[config.mk]
export PLATFORM = sky130hd
export DESIGN_NAME = ssiar_top
export DESIGN_NICKNAME = d
export VERILOG_FILES = /design/src/ssiar_pkg.sv /design/src/ssiar_top.sv /design/src/ssiar_shift.sv
export VERILOG_INCLUDE_DIRS = /design/src /design/src/src
export SDC_FILE = /design/constraint.sdc
export NUM_CORES = 1
export LEC_CHECK = 0
export ABC_AREA = 1
export BUFFER_PORTS_ARGS = -buffer_cell sky130_fd_sc_hd__buf_4
export CAP_MARGIN = 10
export CORE_MARGIN = 2
export CORE_UTILIZATION = 50
export DETAILED_ROUTE_END_ITERATION = 10
export GPL_ROUTABILITY_DRIVEN = 0
export PLACE_DENSITY = 0.73
export SETUP_SLACK_MARGIN = 0.5
export SLEW_MARGIN = 10
export SYNTH_ARGS = -nofsm -noshare
export SYNTH_HDL_FRONTEND = slang
export SYNTH_SLANG_ARGS = --single-unit
[constraint.sdc]
create_clock -name CORE_CLK -period 4.3 [get_ports CORE_CLK]
set_input_delay 0.43 -clock CORE_CLK [delete_from_list [all_inputs] [get_ports CORE_CLK]]
set_output_delay 0.43 -clock CORE_CLK [all_outputs]
set_load 0.05 [all_outputs]
[src/ssiar_defs.svh]
`ifndef SSIAR_DEFS_SVH
`define SSIAR_DEFS_SVH

// ----------------------------------------
// timing
// ----------------------------------------
`define SSIAR_CLK_PERIOD_NS 50
`define SSIAR_TIMEOUT_NS 16000
`define SSIAR_TIMEOUT_CYC ((`SSIAR_TIMEOUT_NS + `SSIAR_CLK_PERIOD_NS - 1) / `SSIAR_CLK_PERIOD_NS)

// ----------------------------------------
// frame layout, first bit sent is the msb
// ----------------------------------------
`define SSIAR_ANGLE_W 12
`define SSIAR_RSV_W 2
`define SSIAR_CRC_W 6
`define SSIAR_HDR_W 3
`define SSIAR_FRAME_W 23
`define SSIAR_HDR_POS 20
`define SSIAR_ANGLE_POS 8
`define SSIAR_RSV_POS 6
`define SSIAR_CRC_POS 0

// ----------------------------------------
// fixed values
// ----------------------------------------
`define SSIAR_HDR_VAL 3'h2
`define SSIAR_RSV_VAL 2'h0
`define SSIAR_CRC_POLY_RST 6'h03
`define SSIAR_CRC_INIT 6'h00
`define SSIAR_IDLE_LEVEL 1'h1

`endif

[src/ssiar_pkg.sv]
package ssiar_pkg;

	typedef enum logic [2:0] {
		SSIAR_IDLE = 3'h1,
		SSIAR_SHIFT = 3'h2,
		SSIAR_WAIT = 3'h4
	} ssiar_state_t;

endpackage

[src/ssiar_top.sv]
`timescale 1ns/1ps
`include "ssiar_defs.svh"

module ssiar_top #(
	parameter int TIMEOUT_CYC = `SSIAR_TIMEOUT_CYC,
	parameter logic [`SSIAR_CRC_W-1:0] CRC_POLY = `SSIAR_CRC_POLY_RST,
	parameter bit ANGLE_INVERT = 1'h0
) (
	input wire logic CORE_CLK,
	input wire logic RST,
	input wire logic SSI_CLK,
	input wire logic [`SSIAR_ANGLE_W-1:0] ANGLE,
	output logic SSI_DATA,
	output logic FRAME_ACTIVE
);

	// ----------------------------------------
	// helpers
	// ----------------------------------------
	function automatic logic [`SSIAR_CRC_W-1:0] crc_calc(input logic [`SSIAR_ANGLE_W+`SSIAR_RSV_W-1:0] d);
		logic [`SSIAR_CRC_W-1:0] c;
		logic fb;
		c = `SSIAR_CRC_INIT;
		for (int i = `SSIAR_ANGLE_W + `SSIAR_RSV_W - 1; i >= 0; i--) begin
			fb = c[`SSIAR_CRC_W-1] ^ d[i];
			c = {c[`SSIAR_CRC_W-2:0], 1'h0};
			if (fb) begin
				c = c ^ CRC_POLY;
			end
		end
		return c;
	endfunction

	localparam logic [4:0] LAST_BIT = 5'(`SSIAR_FRAME_W - 1);
	// cut frame count: header, angle, plus the rise that returns the clock high
	localparam logic [4:0] SHORT_END = 5'(`SSIAR_HDR_W + `SSIAR_ANGLE_W + 1);
	localparam logic [8:0] TMO_LAST = 9'(TIMEOUT_CYC - 1);

	// ----------------------------------------
	// link clock synchroniser and edge finder
	// ----------------------------------------
	logic clk_s1_reg;
	logic clk_s2_reg;
	logic clk_s3_reg;
	logic clk_rise;
	logic clk_fall;
	logic clk_edge;

	always_ff @(posedge CORE_CLK or posedge RST) begin
		if (RST) begin
			clk_s1_reg <= 1'h1;
			clk_s2_reg <= 1'h1;
			clk_s3_reg <= 1'h1;
		end else begin
			clk_s1_reg <= SSI_CLK;
			clk_s2_reg <= clk_s1_reg;
			clk_s3_reg <= clk_s2_reg;
		end
	end

	assign clk_rise = clk_s2_reg & ~clk_s3_reg;
	assign clk_fall = ~clk_s2_reg & clk_s3_reg;
	assign clk_edge = clk_rise | clk_fall;

	// ----------------------------------------
	// frame assembly
	// ----------------------------------------
	logic [`SSIAR_ANGLE_W-1:0] angle_rep;
	logic [`SSIAR_FRAME_W-1:0] frame_word;
	logic [`SSIAR_FRAME_W-1:0] frame_reg;

	// sensor counts up clockwise; invert for mirrored mounting
	assign angle_rep = ANGLE_INVERT ? ~ANGLE : ANGLE;

	always_comb begin
		frame_word = '0;
		frame_word[`SSIAR_HDR_POS +: `SSIAR_HDR_W] = `SSIAR_HDR_VAL;
		frame_word[`SSIAR_ANGLE_POS +: `SSIAR_ANGLE_W] = angle_rep;
		frame_word[`SSIAR_RSV_POS +: `SSIAR_RSV_W] = `SSIAR_RSV_VAL;
		frame_word[`SSIAR_CRC_POS +: `SSIAR_CRC_W] = crc_calc({angle_rep, `SSIAR_RSV_VAL});
	end

	// ----------------------------------------
	// frame state
	// ----------------------------------------
	ssiar_pkg::ssiar_state_t state_reg;
	ssiar_pkg::ssiar_state_t state_next;
	logic [4:0] bit_cnt_reg;
	logic [8:0] tmo_cnt_reg;
	logic start_frame;
	logic timeout;

	// first falling edge in idle freezes the angle
	assign start_frame = (state_reg == ssiar_pkg::SSIAR_IDLE) && clk_fall;
	assign timeout = (state_reg != ssiar_pkg::SSIAR_IDLE) && !clk_edge && (tmo_cnt_reg == TMO_LAST);

	always_comb begin
		state_next = state_reg;
		case (state_reg)
			ssiar_pkg::SSIAR_IDLE: begin
				if (start_frame) begin
					state_next = ssiar_pkg::SSIAR_SHIFT;
				end
			end
			ssiar_pkg::SSIAR_SHIFT: begin
				if (timeout) begin
					state_next = ssiar_pkg::SSIAR_IDLE;
				end else if (clk_rise && bit_cnt_reg == LAST_BIT) begin
					state_next = ssiar_pkg::SSIAR_WAIT;
				end
			end
			ssiar_pkg::SSIAR_WAIT: begin
				if (timeout) begin
					state_next = ssiar_pkg::SSIAR_IDLE;
				end
			end
			default: begin
				state_next = ssiar_pkg::SSIAR_IDLE;
			end
		endcase
	end

	always_ff @(posedge CORE_CLK or posedge RST) begin
		if (RST) begin
			state_reg <= ssiar_pkg::SSIAR_IDLE;
		end else begin
			state_reg <= state_next;
		end
	end

	always_ff @(posedge CORE_CLK or posedge RST) begin
		if (RST) begin
			FRAME_ACTIVE <= 1'h0;
		end else begin
			FRAME_ACTIVE <= state_next != ssiar_pkg::SSIAR_IDLE;
		end
	end

	always_ff @(posedge CORE_CLK or posedge RST) begin
		if (RST) begin
			frame_reg <= '0;
		end else if (start_frame) begin
			frame_reg <= frame_word;
		end
	end

	// one bit per rising edge of the link clock
	always_ff @(posedge CORE_CLK or posedge RST) begin
		if (RST) begin
			bit_cnt_reg <= 5'h00;
		end else if (start_frame) begin
			bit_cnt_reg <= 5'h00;
		end else if (state_reg == ssiar_pkg::SSIAR_SHIFT && clk_rise) begin
			bit_cnt_reg <= bit_cnt_reg + 5'h01;
		end
	end

	// idle timer, restarted by every link clock edge
	always_ff @(posedge CORE_CLK or posedge RST) begin
		if (RST) begin
			tmo_cnt_reg <= 9'h000;
		end else if (state_reg == ssiar_pkg::SSIAR_IDLE || clk_edge || timeout) begin
			tmo_cnt_reg <= 9'h000;
		end else begin
			tmo_cnt_reg <= tmo_cnt_reg + 9'h001;
		end
	end

	// ----------------------------------------
	// data line
	// ----------------------------------------
	ssiar_shift #(
		.WIDTH(`SSIAR_FRAME_W)
	) u_shift (
		.clk(CORE_CLK),
		.rst(RST),
		.load(start_frame),
		.word(frame_word),
		.shift(state_reg != ssiar_pkg::SSIAR_IDLE && clk_rise && !timeout),
		.clear(timeout),
		.dout(SSI_DATA)
	);

	// ----------------------------------------
	// assertions
	// ----------------------------------------
	property p_link_start;
		@(posedge CORE_CLK) disable iff (RST)
		start_frame |=> FRAME_ACTIVE && state_reg == ssiar_pkg::SSIAR_SHIFT;
	endproperty
	a_link_start: assert property (p_link_start) else $error("frame did not open on clock fall");

	property p_bit_out;
		@(posedge CORE_CLK) disable iff (RST)
		(state_reg == ssiar_pkg::SSIAR_SHIFT && clk_rise && !timeout)
			|=> SSI_DATA == frame_reg[LAST_BIT - $past(bit_cnt_reg)];
	endproperty
	a_bit_out: assert property (p_bit_out) else $error("wrong bit on data line");

	property p_header;
		@(posedge CORE_CLK) disable iff (RST)
		start_frame |=> frame_reg[`SSIAR_HDR_POS +: `SSIAR_HDR_W] == `SSIAR_HDR_VAL;
	endproperty
	a_header: assert property (p_header) else $error("opening bits wrong");

	property p_angle;
		@(posedge CORE_CLK) disable iff (RST)
		start_frame |=> frame_reg[`SSIAR_ANGLE_POS +: `SSIAR_ANGLE_W] == $past(angle_rep);
	endproperty
	a_angle: assert property (p_angle) else $error("angle field not latched");

	property p_tail;
		@(posedge CORE_CLK) disable iff (RST)
		start_frame |=> frame_reg[`SSIAR_RSV_POS +: `SSIAR_RSV_W] == `SSIAR_RSV_VAL
			&& frame_reg[`SSIAR_CRC_POS +: `SSIAR_CRC_W] == crc_calc({$past(angle_rep), `SSIAR_RSV_VAL});
	endproperty
	a_tail: assert property (p_tail) else $error("reserved or check bits wrong");

	property p_timeout_full;
		@(posedge CORE_CLK) disable iff (RST)
		(state_reg == ssiar_pkg::SSIAR_WAIT && !clk_edge) [*1] ##0 (tmo_cnt_reg == TMO_LAST)
			|=> state_reg == ssiar_pkg::SSIAR_IDLE && SSI_DATA && !FRAME_ACTIVE;
	endproperty
	a_timeout_full: assert property (p_timeout_full) else $error("timeout did not end frame");

	property p_timer_bound;
		@(posedge CORE_CLK) disable iff (RST)
		state_reg != ssiar_pkg::SSIAR_IDLE |-> tmo_cnt_reg <= TMO_LAST;
	endproperty
	a_timer_bound: assert property (p_timer_bound) else $error("idle timer overran");

	property p_timeout_short;
		@(posedge CORE_CLK) disable iff (RST)
		(state_reg == ssiar_pkg::SSIAR_SHIFT && bit_cnt_reg == SHORT_END && timeout)
			|=> state_reg == ssiar_pkg::SSIAR_IDLE ##1 SSI_DATA;
	endproperty
	a_timeout_short: assert property (p_timeout_short) else $error("short frame not ended");

	property p_direction;
		@(posedge CORE_CLK) disable iff (RST)
		(start_frame && !ANGLE_INVERT) |=> frame_reg[`SSIAR_ANGLE_POS +: `SSIAR_ANGLE_W] == $past(ANGLE);
	endproperty
	a_direction: assert property (p_direction) else $error("angle sense reversed");

	property p_idle_line;
		@(posedge CORE_CLK) disable iff (RST)
		(state_reg == ssiar_pkg::SSIAR_IDLE && !start_frame) [*2] |-> SSI_DATA && !FRAME_ACTIVE;
	endproperty
	a_idle_line: assert property (p_idle_line) else $error("line not idle");

	c_full_frame: cover property (@(posedge CORE_CLK) disable iff (RST)
		state_reg == ssiar_pkg::SSIAR_WAIT ##1 state_reg == ssiar_pkg::SSIAR_IDLE);
	c_short_frame: cover property (@(posedge CORE_CLK) disable iff (RST)
		state_reg == ssiar_pkg::SSIAR_SHIFT && bit_cnt_reg == SHORT_END && timeout);
	c_back_to_back: cover property (@(posedge CORE_CLK) disable iff (RST)
		timeout ##[1:20] start_frame);

endmodule

[src/ssiar_shift.sv]
`timescale 1ns/1ps
`include "ssiar_defs.svh"

module ssiar_shift #(
	parameter int WIDTH = `SSIAR_FRAME_W
) (
	input wire logic clk,
	input wire logic rst,
	input wire logic load,
	input wire logic [WIDTH-1:0] word,
	input wire logic shift,
	input wire logic clear,
	output logic dout
);

	logic [WIDTH-1:0] sreg_reg;

	// ----------------------------------------
	// word store, zero fill behind the last bit
	// ----------------------------------------
	always_ff @(posedge clk or posedge rst) begin
		if (rst) begin
			sreg_reg <= '0;
		end else if (load) begin
			sreg_reg <= word;
		end else if (shift) begin
			sreg_reg <= {sreg_reg[WIDTH-2:0], 1'h0};
		end
	end

	// ----------------------------------------
	// line driver
	// ----------------------------------------
	always_ff @(posedge clk or posedge rst) begin
		if (rst) begin
			dout <= `SSIAR_IDLE_LEVEL;
		end else if (clear) begin
			dout <= `SSIAR_IDLE_LEVEL;
		end else if (shift) begin
			dout <= sreg_reg[WIDTH-1];
		end
	end

endmodule

After elaboration in Yosys (flattened, before gate mapping)
Cells that the tools add are included.
- register bits: 45
- bits in latches: 0
- RAM bits: 0
- ROM bits: 0
- input port bits: 15
- output and inout bits: 2
- logic and storage cells: 87
- memories: 0
- add/sub/neg operators: 2
- $mul: 0
- divide/modulo/power cells: 0
- order comparisons: 0
- eq/ne operators: 7
- shift operators: 0
- muxes and demuxes: 26
- bitwise operators: 29
- reduce and logical (&&, ||, !) cells: 14
- operators by type and width (kind ; count):
    two-way mux 23 bit ; 2
    two-way mux 2 bit ; 14
    inverter 2 bit ; 13
    two-way mux 3 bit ; 4
    two-way mux 5 bit ; 2
    adder 9 x 1 -> 9 bit (second input constant) ; 1
    == test 9 bit (second input constant) ; 1
    two-way mux 9 bit ; 1
    one-hot mux 3 bit (3 select lines) ; 1
    logical AND 1 bit ; 7
    bitwise XOR 1 bit ; 7
    != test 3 x 1 -> 1 bit (second input constant) ; 2
    nonzero test 2 bit ; 3
    adder 5 x 1 -> 5 bit (second input constant) ; 1
    == test 5 bit (second input constant) ; 1
    bitwise XOR 1 bit (first input constant) ; 4
    == test 3 x 1 -> 1 bit (second input constant) ; 1
    == test 3 x 2 -> 1 bit (second input constant) ; 1
    == test 3 bit (second input constant) ; 1
    AND 1 bit ; 2
    zero test 1 bit ; 2
    logical OR 1 bit ; 2
    two-way mux 1 bit ; 2
    inverter 1 bit ; 2
    OR 1 bit ; 1

Logic depth before layout (Yosys ltp)
Gate-level depths: netlist of the first run.
- depth in word-level cells: 28
- depth in mapped cells: 11

Hierarchy
Synthesis of the first run repeated with hierarchy kept, for this count alone.
- cells, all modules: 344
- area total of the unflattened synthesis: 2663.8 µm²
- modules (own cells, without submodules) (module ; times used ; cells an instance ; area an instance (µm²)):
    ssiar_top ; 1 ; 212 ; 1521.5
    ssiar_shift ; 1 ; 132 ; 1142.3

Worst setup path before layout of the first run
Ideal clock, no wire load.
- path type: reg-to-reg
- from: register clk_s2_reg
- to: register u_shift.sreg_reg[15]
- setup time: 122 ps
- data arrival time: 1367 ps
- required time: 4178 ps
- path slack: 2811 ps
- cell stages (with the launch flop): 9
- path buffers: 2
- clock period less this slack: 1489 ps
- cell sequence: dfstp_2 inv_1 ha_1 nand4_4 buf_6 inv_8 buf_12 o211ai_2 nand2_1
- word-level cells in the longest chain between the ends: 9
- ends and longest elaborated chain (element ; line ; text):
    start, declared ; ssiar_top.sv:43 ; logic clk_s2_reg;
    start signal, assigned ; ssiar_top.sv:56 ; clk_s2_reg <= clk_s1_reg;
    inverter 1 bit ; ssiar_top.sv:62 ; assign clk_fall = ~clk_s2_reg & clk_s3_reg;
    AND 1 bit ; ssiar_top.sv:62 ;
    OR 1 bit ; ssiar_top.sv:63 ; assign clk_edge = clk_rise | clk_fall;
    zero test 1 bit ; ssiar_top.sv:95 ; assign timeout = (state_reg != ssiar_pkg::SSIAR_IDLE) && !clk_edge && (tmo_cnt_reg == TMO_LAST);
    logical AND 1 bit (2 in series) ; ssiar_top.sv:95 ;
    zero test 1 bit ; ssiar_top.sv:179 ; .shift(state_reg != ssiar_pkg::SSIAR_IDLE && clk_rise && !timeout),
    logical AND 1 bit ; ssiar_top.sv:179 ;
    nonzero test 2 bit (no source line) ; n/a ;
    end signal, assigned ; ssiar_shift.sv:25 ; sreg_reg <= word;
    end signal, assigned ; ssiar_shift.sv:27 ; sreg_reg <= {sreg_reg[WIDTH-2:0], 1'h0};
    end, declared ; ssiar_shift.sv:16 ; logic [WIDTH-1:0] sreg_reg;
Parallel ways exist; a longest one is shown, timed or not.
A chain may end at the register's enable or synchronous reset.

Worst setup path after layout of the first run
- from: register clk_s3_reg
- to: register u_shift.sreg_reg[11]
- word-level cells in the longest chain between the ends: 9
- ends and longest elaborated chain (element ; line ; text):
    start, declared ; ssiar_top.sv:44 ; logic clk_s3_reg;
    start signal, assigned ; ssiar_top.sv:57 ; clk_s3_reg <= clk_s2_reg;
    inverter 1 bit ; ssiar_top.sv:61 ; assign clk_rise = clk_s2_reg & ~clk_s3_reg;
    AND 1 bit ; ssiar_top.sv:61 ;
    OR 1 bit ; ssiar_top.sv:63 ;
    zero test 1 bit ; ssiar_top.sv:95 ;
    logical AND 1 bit (2 in series) ; ssiar_top.sv:95 ;
    zero test 1 bit ; ssiar_top.sv:179 ;
    logical AND 1 bit ; ssiar_top.sv:179 ;
    nonzero test 2 bit (no source line) ; n/a ;
Parallel ways exist; a longest one is shown, timed or not.

==> results.cfg, run 1 <==
[power]
pwr-share-comb_pct = 21.6
sw_frac_of_total_pct = 29.79
cell_internal_pwr_uw = 789.4
power_density_nw_per_um2 = 409.0
seqPwrFrac_pct = 49.3
clkPwrFrac_pct = 29.1
peakVddDrop_mv = 0.1947
p_sw_uw = 335.0
finalPower_mw = 1.124
p_leak_nw = 1.387

[synth]
muxShareOfSynthArea_pct = 0
syn_nets = 328
synth_compound_area_share_pct = 11.13
seq_area_frac_synth_pct = 45.39
ys_types = 37
syn_inst = 308
syn_area_per_cell_um2 = 8.100
yosys.area.top_type = dfrtp_1
synth_top_cell_area_share_pct = 40.12
ys_ff_latch = 45
async_reset_ff_share_pct = 100.0
synth_xor_xnor_area_share_pct = 1.404
ys_top_cells_by_count = nand2_1, inv_1, dfrtp_1, nand3_1, nor2_1
synth_edf_count = 0
synth_area_leaders = dfrtp_1, nand2_1, inv_1, dfstp_2, nand3_1
dominantRegCellSynth = dfrtp_1
syn_area_um2 = 2495
yosys_warnings = 0
synth-adder-area-share_pct = 2.508
yosysMostFrequentCell = nand2_1
synth_top_family_by_area = simple AND/OR/NAND/NOR gates
yosys.area_share.simple_pct = 29.29

[routing]
routed_via_density = 5.051
first_pass_iters = 4
route.met2.wl_um = 2282
ant_nets = 0
wl_met3_um = 146
drt_iter0_markers = 61
wl_met1_um = 2174
vias = 1985
top_layer = met4
wl_um = 4691
drc = 0
wl_per_cell_um = 11.94

[die]
io_pins = 17
rows = 25
core-area_um2 = 4755
dieArea_um2 = 5571
start_util_pct = 52.47
die_h_um = 74.64
die_w_um = 74.64

[clocking]
cts_resized = 0
cts_max_path_buffers = 2
cts.clk_slew.worst_paths_ns = 0.08
cts_root_buf = clkbuf_8
tritoncts = yes
h-tree-depth = 2
clk_latency_ns = 0.29
clock_sinks = 45
cts.hold.buffers_added = 0
cts_setup_buffers = 0
cts_inserted_buffers = 5

[timing]
setup-violations-final = 0
fin_skew_ns = 0.003901
finalCritPeriodShare_pct = 42.68
hold_viol_final = 0
period_needed_ns = 1.835
tightest_slew_ns = 0.4912
fmax_mhz = 544.9
rsz0062_at_grt = no
setup_tns_ns = 0
finalMaxSlewViolations = 0
slew_headroom_pct = 67.25

[global_route]
grt_usage_pct = 19.75
antenna_found_initial = 0
grt_pass1_wl_um = 8307
grt_overflow_total = 0
grt_pass1_vias = 1926
grt_max_degree = 41

[finish]
finalInstanceArea_um2 = 2749
fin_util_pct = 57.82
seqCellArea_um2 = 1132
layout-drive-gt1-share_pct = 15.95
fill_cells = 447
multi_input_area_um2 = 1106
antennaDiodeCount = 0
syn_to_final_growth_pct = 10.18
nNetsFinal = 345
largest_register_ffs = 23

[worst_setup_path]
cp.arrival_ns = 2.00
worstPathCellList = ha_1 > nand4_4 > nand2_4 > inv_4 > nand2_1 > o221ai_1
crit_slowest_cell = dfstp_2
cpLargestDelayFamily = simple AND/OR/NAND/NOR gates
crit_required_ns = 4.46
critPathMaxStageDelay_ns = 0.54
end_kind = flop
worst_setup_path_start_kind = flop
worst-path-buf-inv = 1
critPathKind = reg -> reg
crit_fanout = 20

[placement]
hpwl_um = 3501
placedInstanceArea_um2 = 2633
port_buffers = 16

[outcome]
outcome = finished clean

[hold_path]
hold_class = in -> async

[job]
max_cap_viol_count = 0
-- per-layer routing --
| layer | track usage (%) | vias to the layer above |
|---|---|---|
| li1 | - | 1007 |
| met1 | 25.44 | 938 |
| met2 | 31.66 | 32 |
| met3 | 5.221 | 8 |
| met4 | 8.532 | 0 |
| met5 | 0 | - |
-- layout by cell type, fill, tap and decap left out, types with 6 or more instances in the layout --
cell and instances:
a21oi_1 11, nor2_1 17, o21ai_0 12, inv_1 40, nand2_1 100, buf_4 17, dfrtp_1 40, clkbuf_8 6
o221ai_1 6, nand3_1 24
-- power by group through the flow --
stage / logic (mW) / registers [mW] / clock network, mW
after floorplan: 0.177 / 0.569 / 0
after global placement: 0.237 / 0.561 / 0
after detailed placement: 0.244 / 0.562 / 0
after CTS: 0.245 / 0.555 / 0.336
after global routing: 0.281 / 0.564 / 0.356
final: 0.243 / 0.555 / 0.327
-- worst reg2reg max path: stages (launching register included) --
cell and delay, ns:
dfstp_2 0.54, ha_1 0.18, nand4_4 0.33, nand2_4 0.34, inv_4 0.12, nand2_1 0.09, o221ai_1 0.10
-- metrics by stage --
step,setup WS [ns],std cells,hold slack (ns)
floorplan,2.811,308,0.3452
global placement,2.537,385,0.3231
detailed placement,2.448,385,0.3305
CTS,2.444,393,0.006049
global route,2.306,393,0.0003239
finish,2.465,393,0.009364
-- kinds of logic after synthesis --
| logic type | count (synthesis) |
|---|---|
| and+or+nand+nor | 159 |
| buffers and inverters | 53 |
| DFF | 45 |
| AOI/OAI and AO/OA | 42 |
| adders and majority gates | 5 |
| xor gates and xnor gates | 4 |
-- worst paths after layout --
path                                      start                          endpoint  slack, ns  cells past startpoint
min                                         RST          tmo_cnt_reg[2]$_DFF_PP0_      0.009                      2
max in group asynchronous                   RST          u_shift.dout$_DFFE_PP1P_       3.56                      3
max reg2reg                clk_s3_reg$_DFF_PP1_  u_shift.sreg_reg[11]$_DFFE_PP0P_       2.46                      6
min in group CORE_CLK                   SSI_CLK              clk_s1_reg$_DFF_PP1_       0.24                      1
min reg2reg                clk_s1_reg$_DFF_PP1_              clk_s2_reg$_DFF_PP1_       0.36                      0
max                        clk_s3_reg$_DFF_PP1_  u_shift.sreg_reg[11]$_DFFE_PP0P_       2.46                      6
-- area by class of cell --
| class | instances | share of cell area, % |
|---|---|---|
| Clock inverter | 1 | 1.092 |
| Multi-Input combinational cell | 210 | 40.24 |
| Clock buffer | 7 | 3.141 |
| Tap cell | 67 | 3.050 |
| Inverter | 46 | 6.645 |
| Sequential cell | 45 | 41.19 |
| Timing Repair Buffer | 17 | 4.643 |
Note: power is estimated with default switching activity, not from simulation.
==> inputs of run 2 (changes only) <==
--- a/config.mk
+++ b/config.mk
@@ -13,7 +13,7 @@
 export CORE_UTILIZATION = 50
 export DETAILED_ROUTE_END_ITERATION = 10
 export GPL_ROUTABILITY_DRIVEN = 0
-export PLACE_DENSITY = 0.73
+export PLACE_DENSITY = 0.76
 export SETUP_SLACK_MARGIN = 0.5
 export SLEW_MARGIN = 10
 export SYNTH_ARGS = -nofsm -noshare
==> constraint.sdc (replaced) <==
create_clock -name CORE_CLK -period 1.6 [get_ports CORE_CLK]
set_input_delay 0.16 -clock CORE_CLK [delete_from_list [all_inputs] [get_ports CORE_CLK]]
set_output_delay 0.16 -clock CORE_CLK [all_outputs]
set_load 0.05 [all_outputs]
==> run 2 against run 1 <==
Against the previous run:
- clock skew up 0.0096 ns
- total power rose to 2.8 times the previous value
- critical path depth up 2
- setup slack worse by 2.4 ns
- flip-flop and latch count unchanged
- critical endpoint is now u_shift.sreg_reg[19]$_DFFE_PP0P_
- largest power group unchanged
==> results.cfg, run 2 (synthesis results as in run 1) <==
[power]
clkPwrFrac_pct = 22.1
p_leak_nw = 1.601
pwr-share-comb_pct = 29.6
power_density_nw_per_um2 = 943.0
sw_frac_of_total_pct = 34.23
p_sw_mw = 1.084
peakVddDrop_mv = 0.4328
seqPwrFrac_pct = 48.3
cell_internal_pwr_mw = 2.082

[hold_path]
hold_class = in -> reg
min_path_cells = 3
min_to = u_shift.sreg_reg[10]$_DFFE_PP0P_
min_from = ANGLE[2]

[placement]
dp_slack_ns = 0.05889
dp_cells = 391
placedInstanceArea_um2 = 2738
hpwl_um = 3875
port_buffers = 16

[routing]
first_pass_iters = 4
drt_iter0_markers = 154
drc = 0
routed_via_density = 5.231
ant_nets = 0
wl_um = 6256
vias = 2223
wl_per_cell_um = 14.72

[timing]
finalCritPeriodShare_pct = 97.49
finalMaxSlewViolations = 0
setup_tns_ns = 0
period_needed_ns = 1.560
tightest_slew_ns = 0.5316
hold_viol_final = 0
fmax_mhz = 641.1
slew_headroom_pct = 64.36
setup-violations-final = 0
fin_ws_ns = 0.04019
fin_skew_ns = 0.01347
rsz0062_at_grt = yes

[finish]
fin_util_pct = 70.61
nNetsFinal = 377
layout-drive-gt1-share_pct = 36.31
antennaDiodeCount = 0
syn_to_final_growth_pct = 34.55
layout_commonest_cell = nand2_1
final_cell_mix = nand2_1, dfrtp_1, inv_1, buf_4, nand3_1
layoutNonFillerInstCount = 425
finalInstanceArea_um2 = 3357
largest_register_ffs = 23

[worst_setup_path]
cp.arrival_ns = 1.74
crit_slowest_cell = dfstp_2
crit_fanout = 8
critPathKind = reg -> reg
cpLargestDelayFamily = flip-flops
critPathMaxStageDelay_ns = 0.56
worst-path-buf-inv = 3
worst_setup_path_start_kind = flop
r2r-start = clk_s2_reg$_DFF_PP1_
worstReg2RegEnd = u_shift.sreg_reg[19]$_DFFE_PP0P_
startpoint = clk_s2_reg$_DFF_PP1_
worstPathCellList = inv_2 > ha_4 > nand4_4 > buf_12 > nand2_8 > buf_6 > o211ai_1 > o21ai_1
reg2reg_depth = 8
end_kind = flop
ff2ff_setup_slack_ns = 0.04
crit_required_ns = 1.78

[clocking]
cts_root_buf = clkbuf_8
h-tree-depth = 2
cts.clk_slew.worst_paths_ns = 0.08
tritoncts = yes
clock_sinks = 45
clk_latency_ns = 0.31
cts_inserted_buffers = 5
cts_max_path_buffers = 2

[global_route]
grt_pass1_vias = 2160
grt_use_met2_pct = 42.87
top_usage_layer = met2
met3_usage_pct = 3.213
grt_max_degree = 24
met1_usage_pct = 29.20
grt_usage_pct = 23.65
grt_pass1_wl_um = 9949
grt_overflow_total = 0
antenna_found_initial = 0

[die]
core-area_um2 = 4755
start_util_pct = 52.47
rows = 25
io_pins = 17
dieArea_um2 = 5571
die_h_um = 74.64
die_w_um = 74.64

[job]
max_cap_viol_count = 0

[outcome]
outcome = finished clean
-- run 2: worst reg2reg max path, delay by kind of cell (launching register included) --
kind                       cells  cell delay [ns]
AOI/OAI and AO/OA              2             0.17
adders and majority gates      1             0.16
buffers and inverters          3             0.37
DFF                            1             0.56
and+or+nand+nor                2             0.18
-- run 2: metal layers --
layer  part of all wire [%]  wire [µm]  vias to the layer above
li1                       -          -                     1086
met1                     41       2564                     1070
met2                     54       3368                       54
met3                    3.3        207                       13
met4                    1.8        115                        0
met5                      0          0                        -
-- run 2: power groups by stage --
stage	clock network, mW	logic, mW	registers (mW)
detailed placement	0	0.690	1.52
floorplan	0	0.494	1.53
global route	0.763	1.03	1.55
CTS	0.695	0.862	1.51
finish	0.699	0.936	1.53
global placement	0	0.670	1.51
-- run 2: final cells by class --
class	count	area, µm²
clock inverter	2	10.01
inverter	46	207.7
multi-input combinational	211	1398
clock buffer	6	72.57
timing repair buffer	46	436.7
timing repair inverter	2	16.27
fill	353	1398
sequential	45	1132
tap	67	83.83
-- run 2: how the worst max path moves through the flow --
stage          cells after the start                               end  slack (ns)
3_3_place_gp                       5   u_shift.sreg_reg[4]$_DFFE_PP0P_        0.11
6_report                           8  u_shift.sreg_reg[19]$_DFFE_PP0P_        0.04
4_1_cts                            7        bit_cnt_reg[2]$_DFFE_PP0P_        0.12
3_5_place_dp                       6   u_shift.sreg_reg[8]$_DFFE_PP0P_        0.06
5_1_grt                            8  u_shift.sreg_reg[19]$_DFFE_PP0P_      0.0007
2_1_floorplan                      8  u_shift.sreg_reg[15]$_DFFE_PP0P_        0.20
-- run 2: what timing repair did --
item / 4_1_cts / 5_1_grt
hold endpoints to repair: 18 / 0
buffers inserted: 11 / 9
hold buffers: 2 / 0
pin swaps: 10 / 14
endpoints found under the setup margin: 43 / 44
gates resized for setup: 41 / 34
gates cloned: 3 / 1
-- run 2: stage by stage --
stage | hold WS [ns] | power [mW]
2_1_floorplan | 0.1645 | 2.026
3_3_place_gp | 0.2138 | 2.183
3_5_place_dp | 0.2206 | 2.206
4_1_cts | 0.1105 | 3.067
5_1_grt | 0.1121 | 3.342
6_report | 0.1039 | 3.166
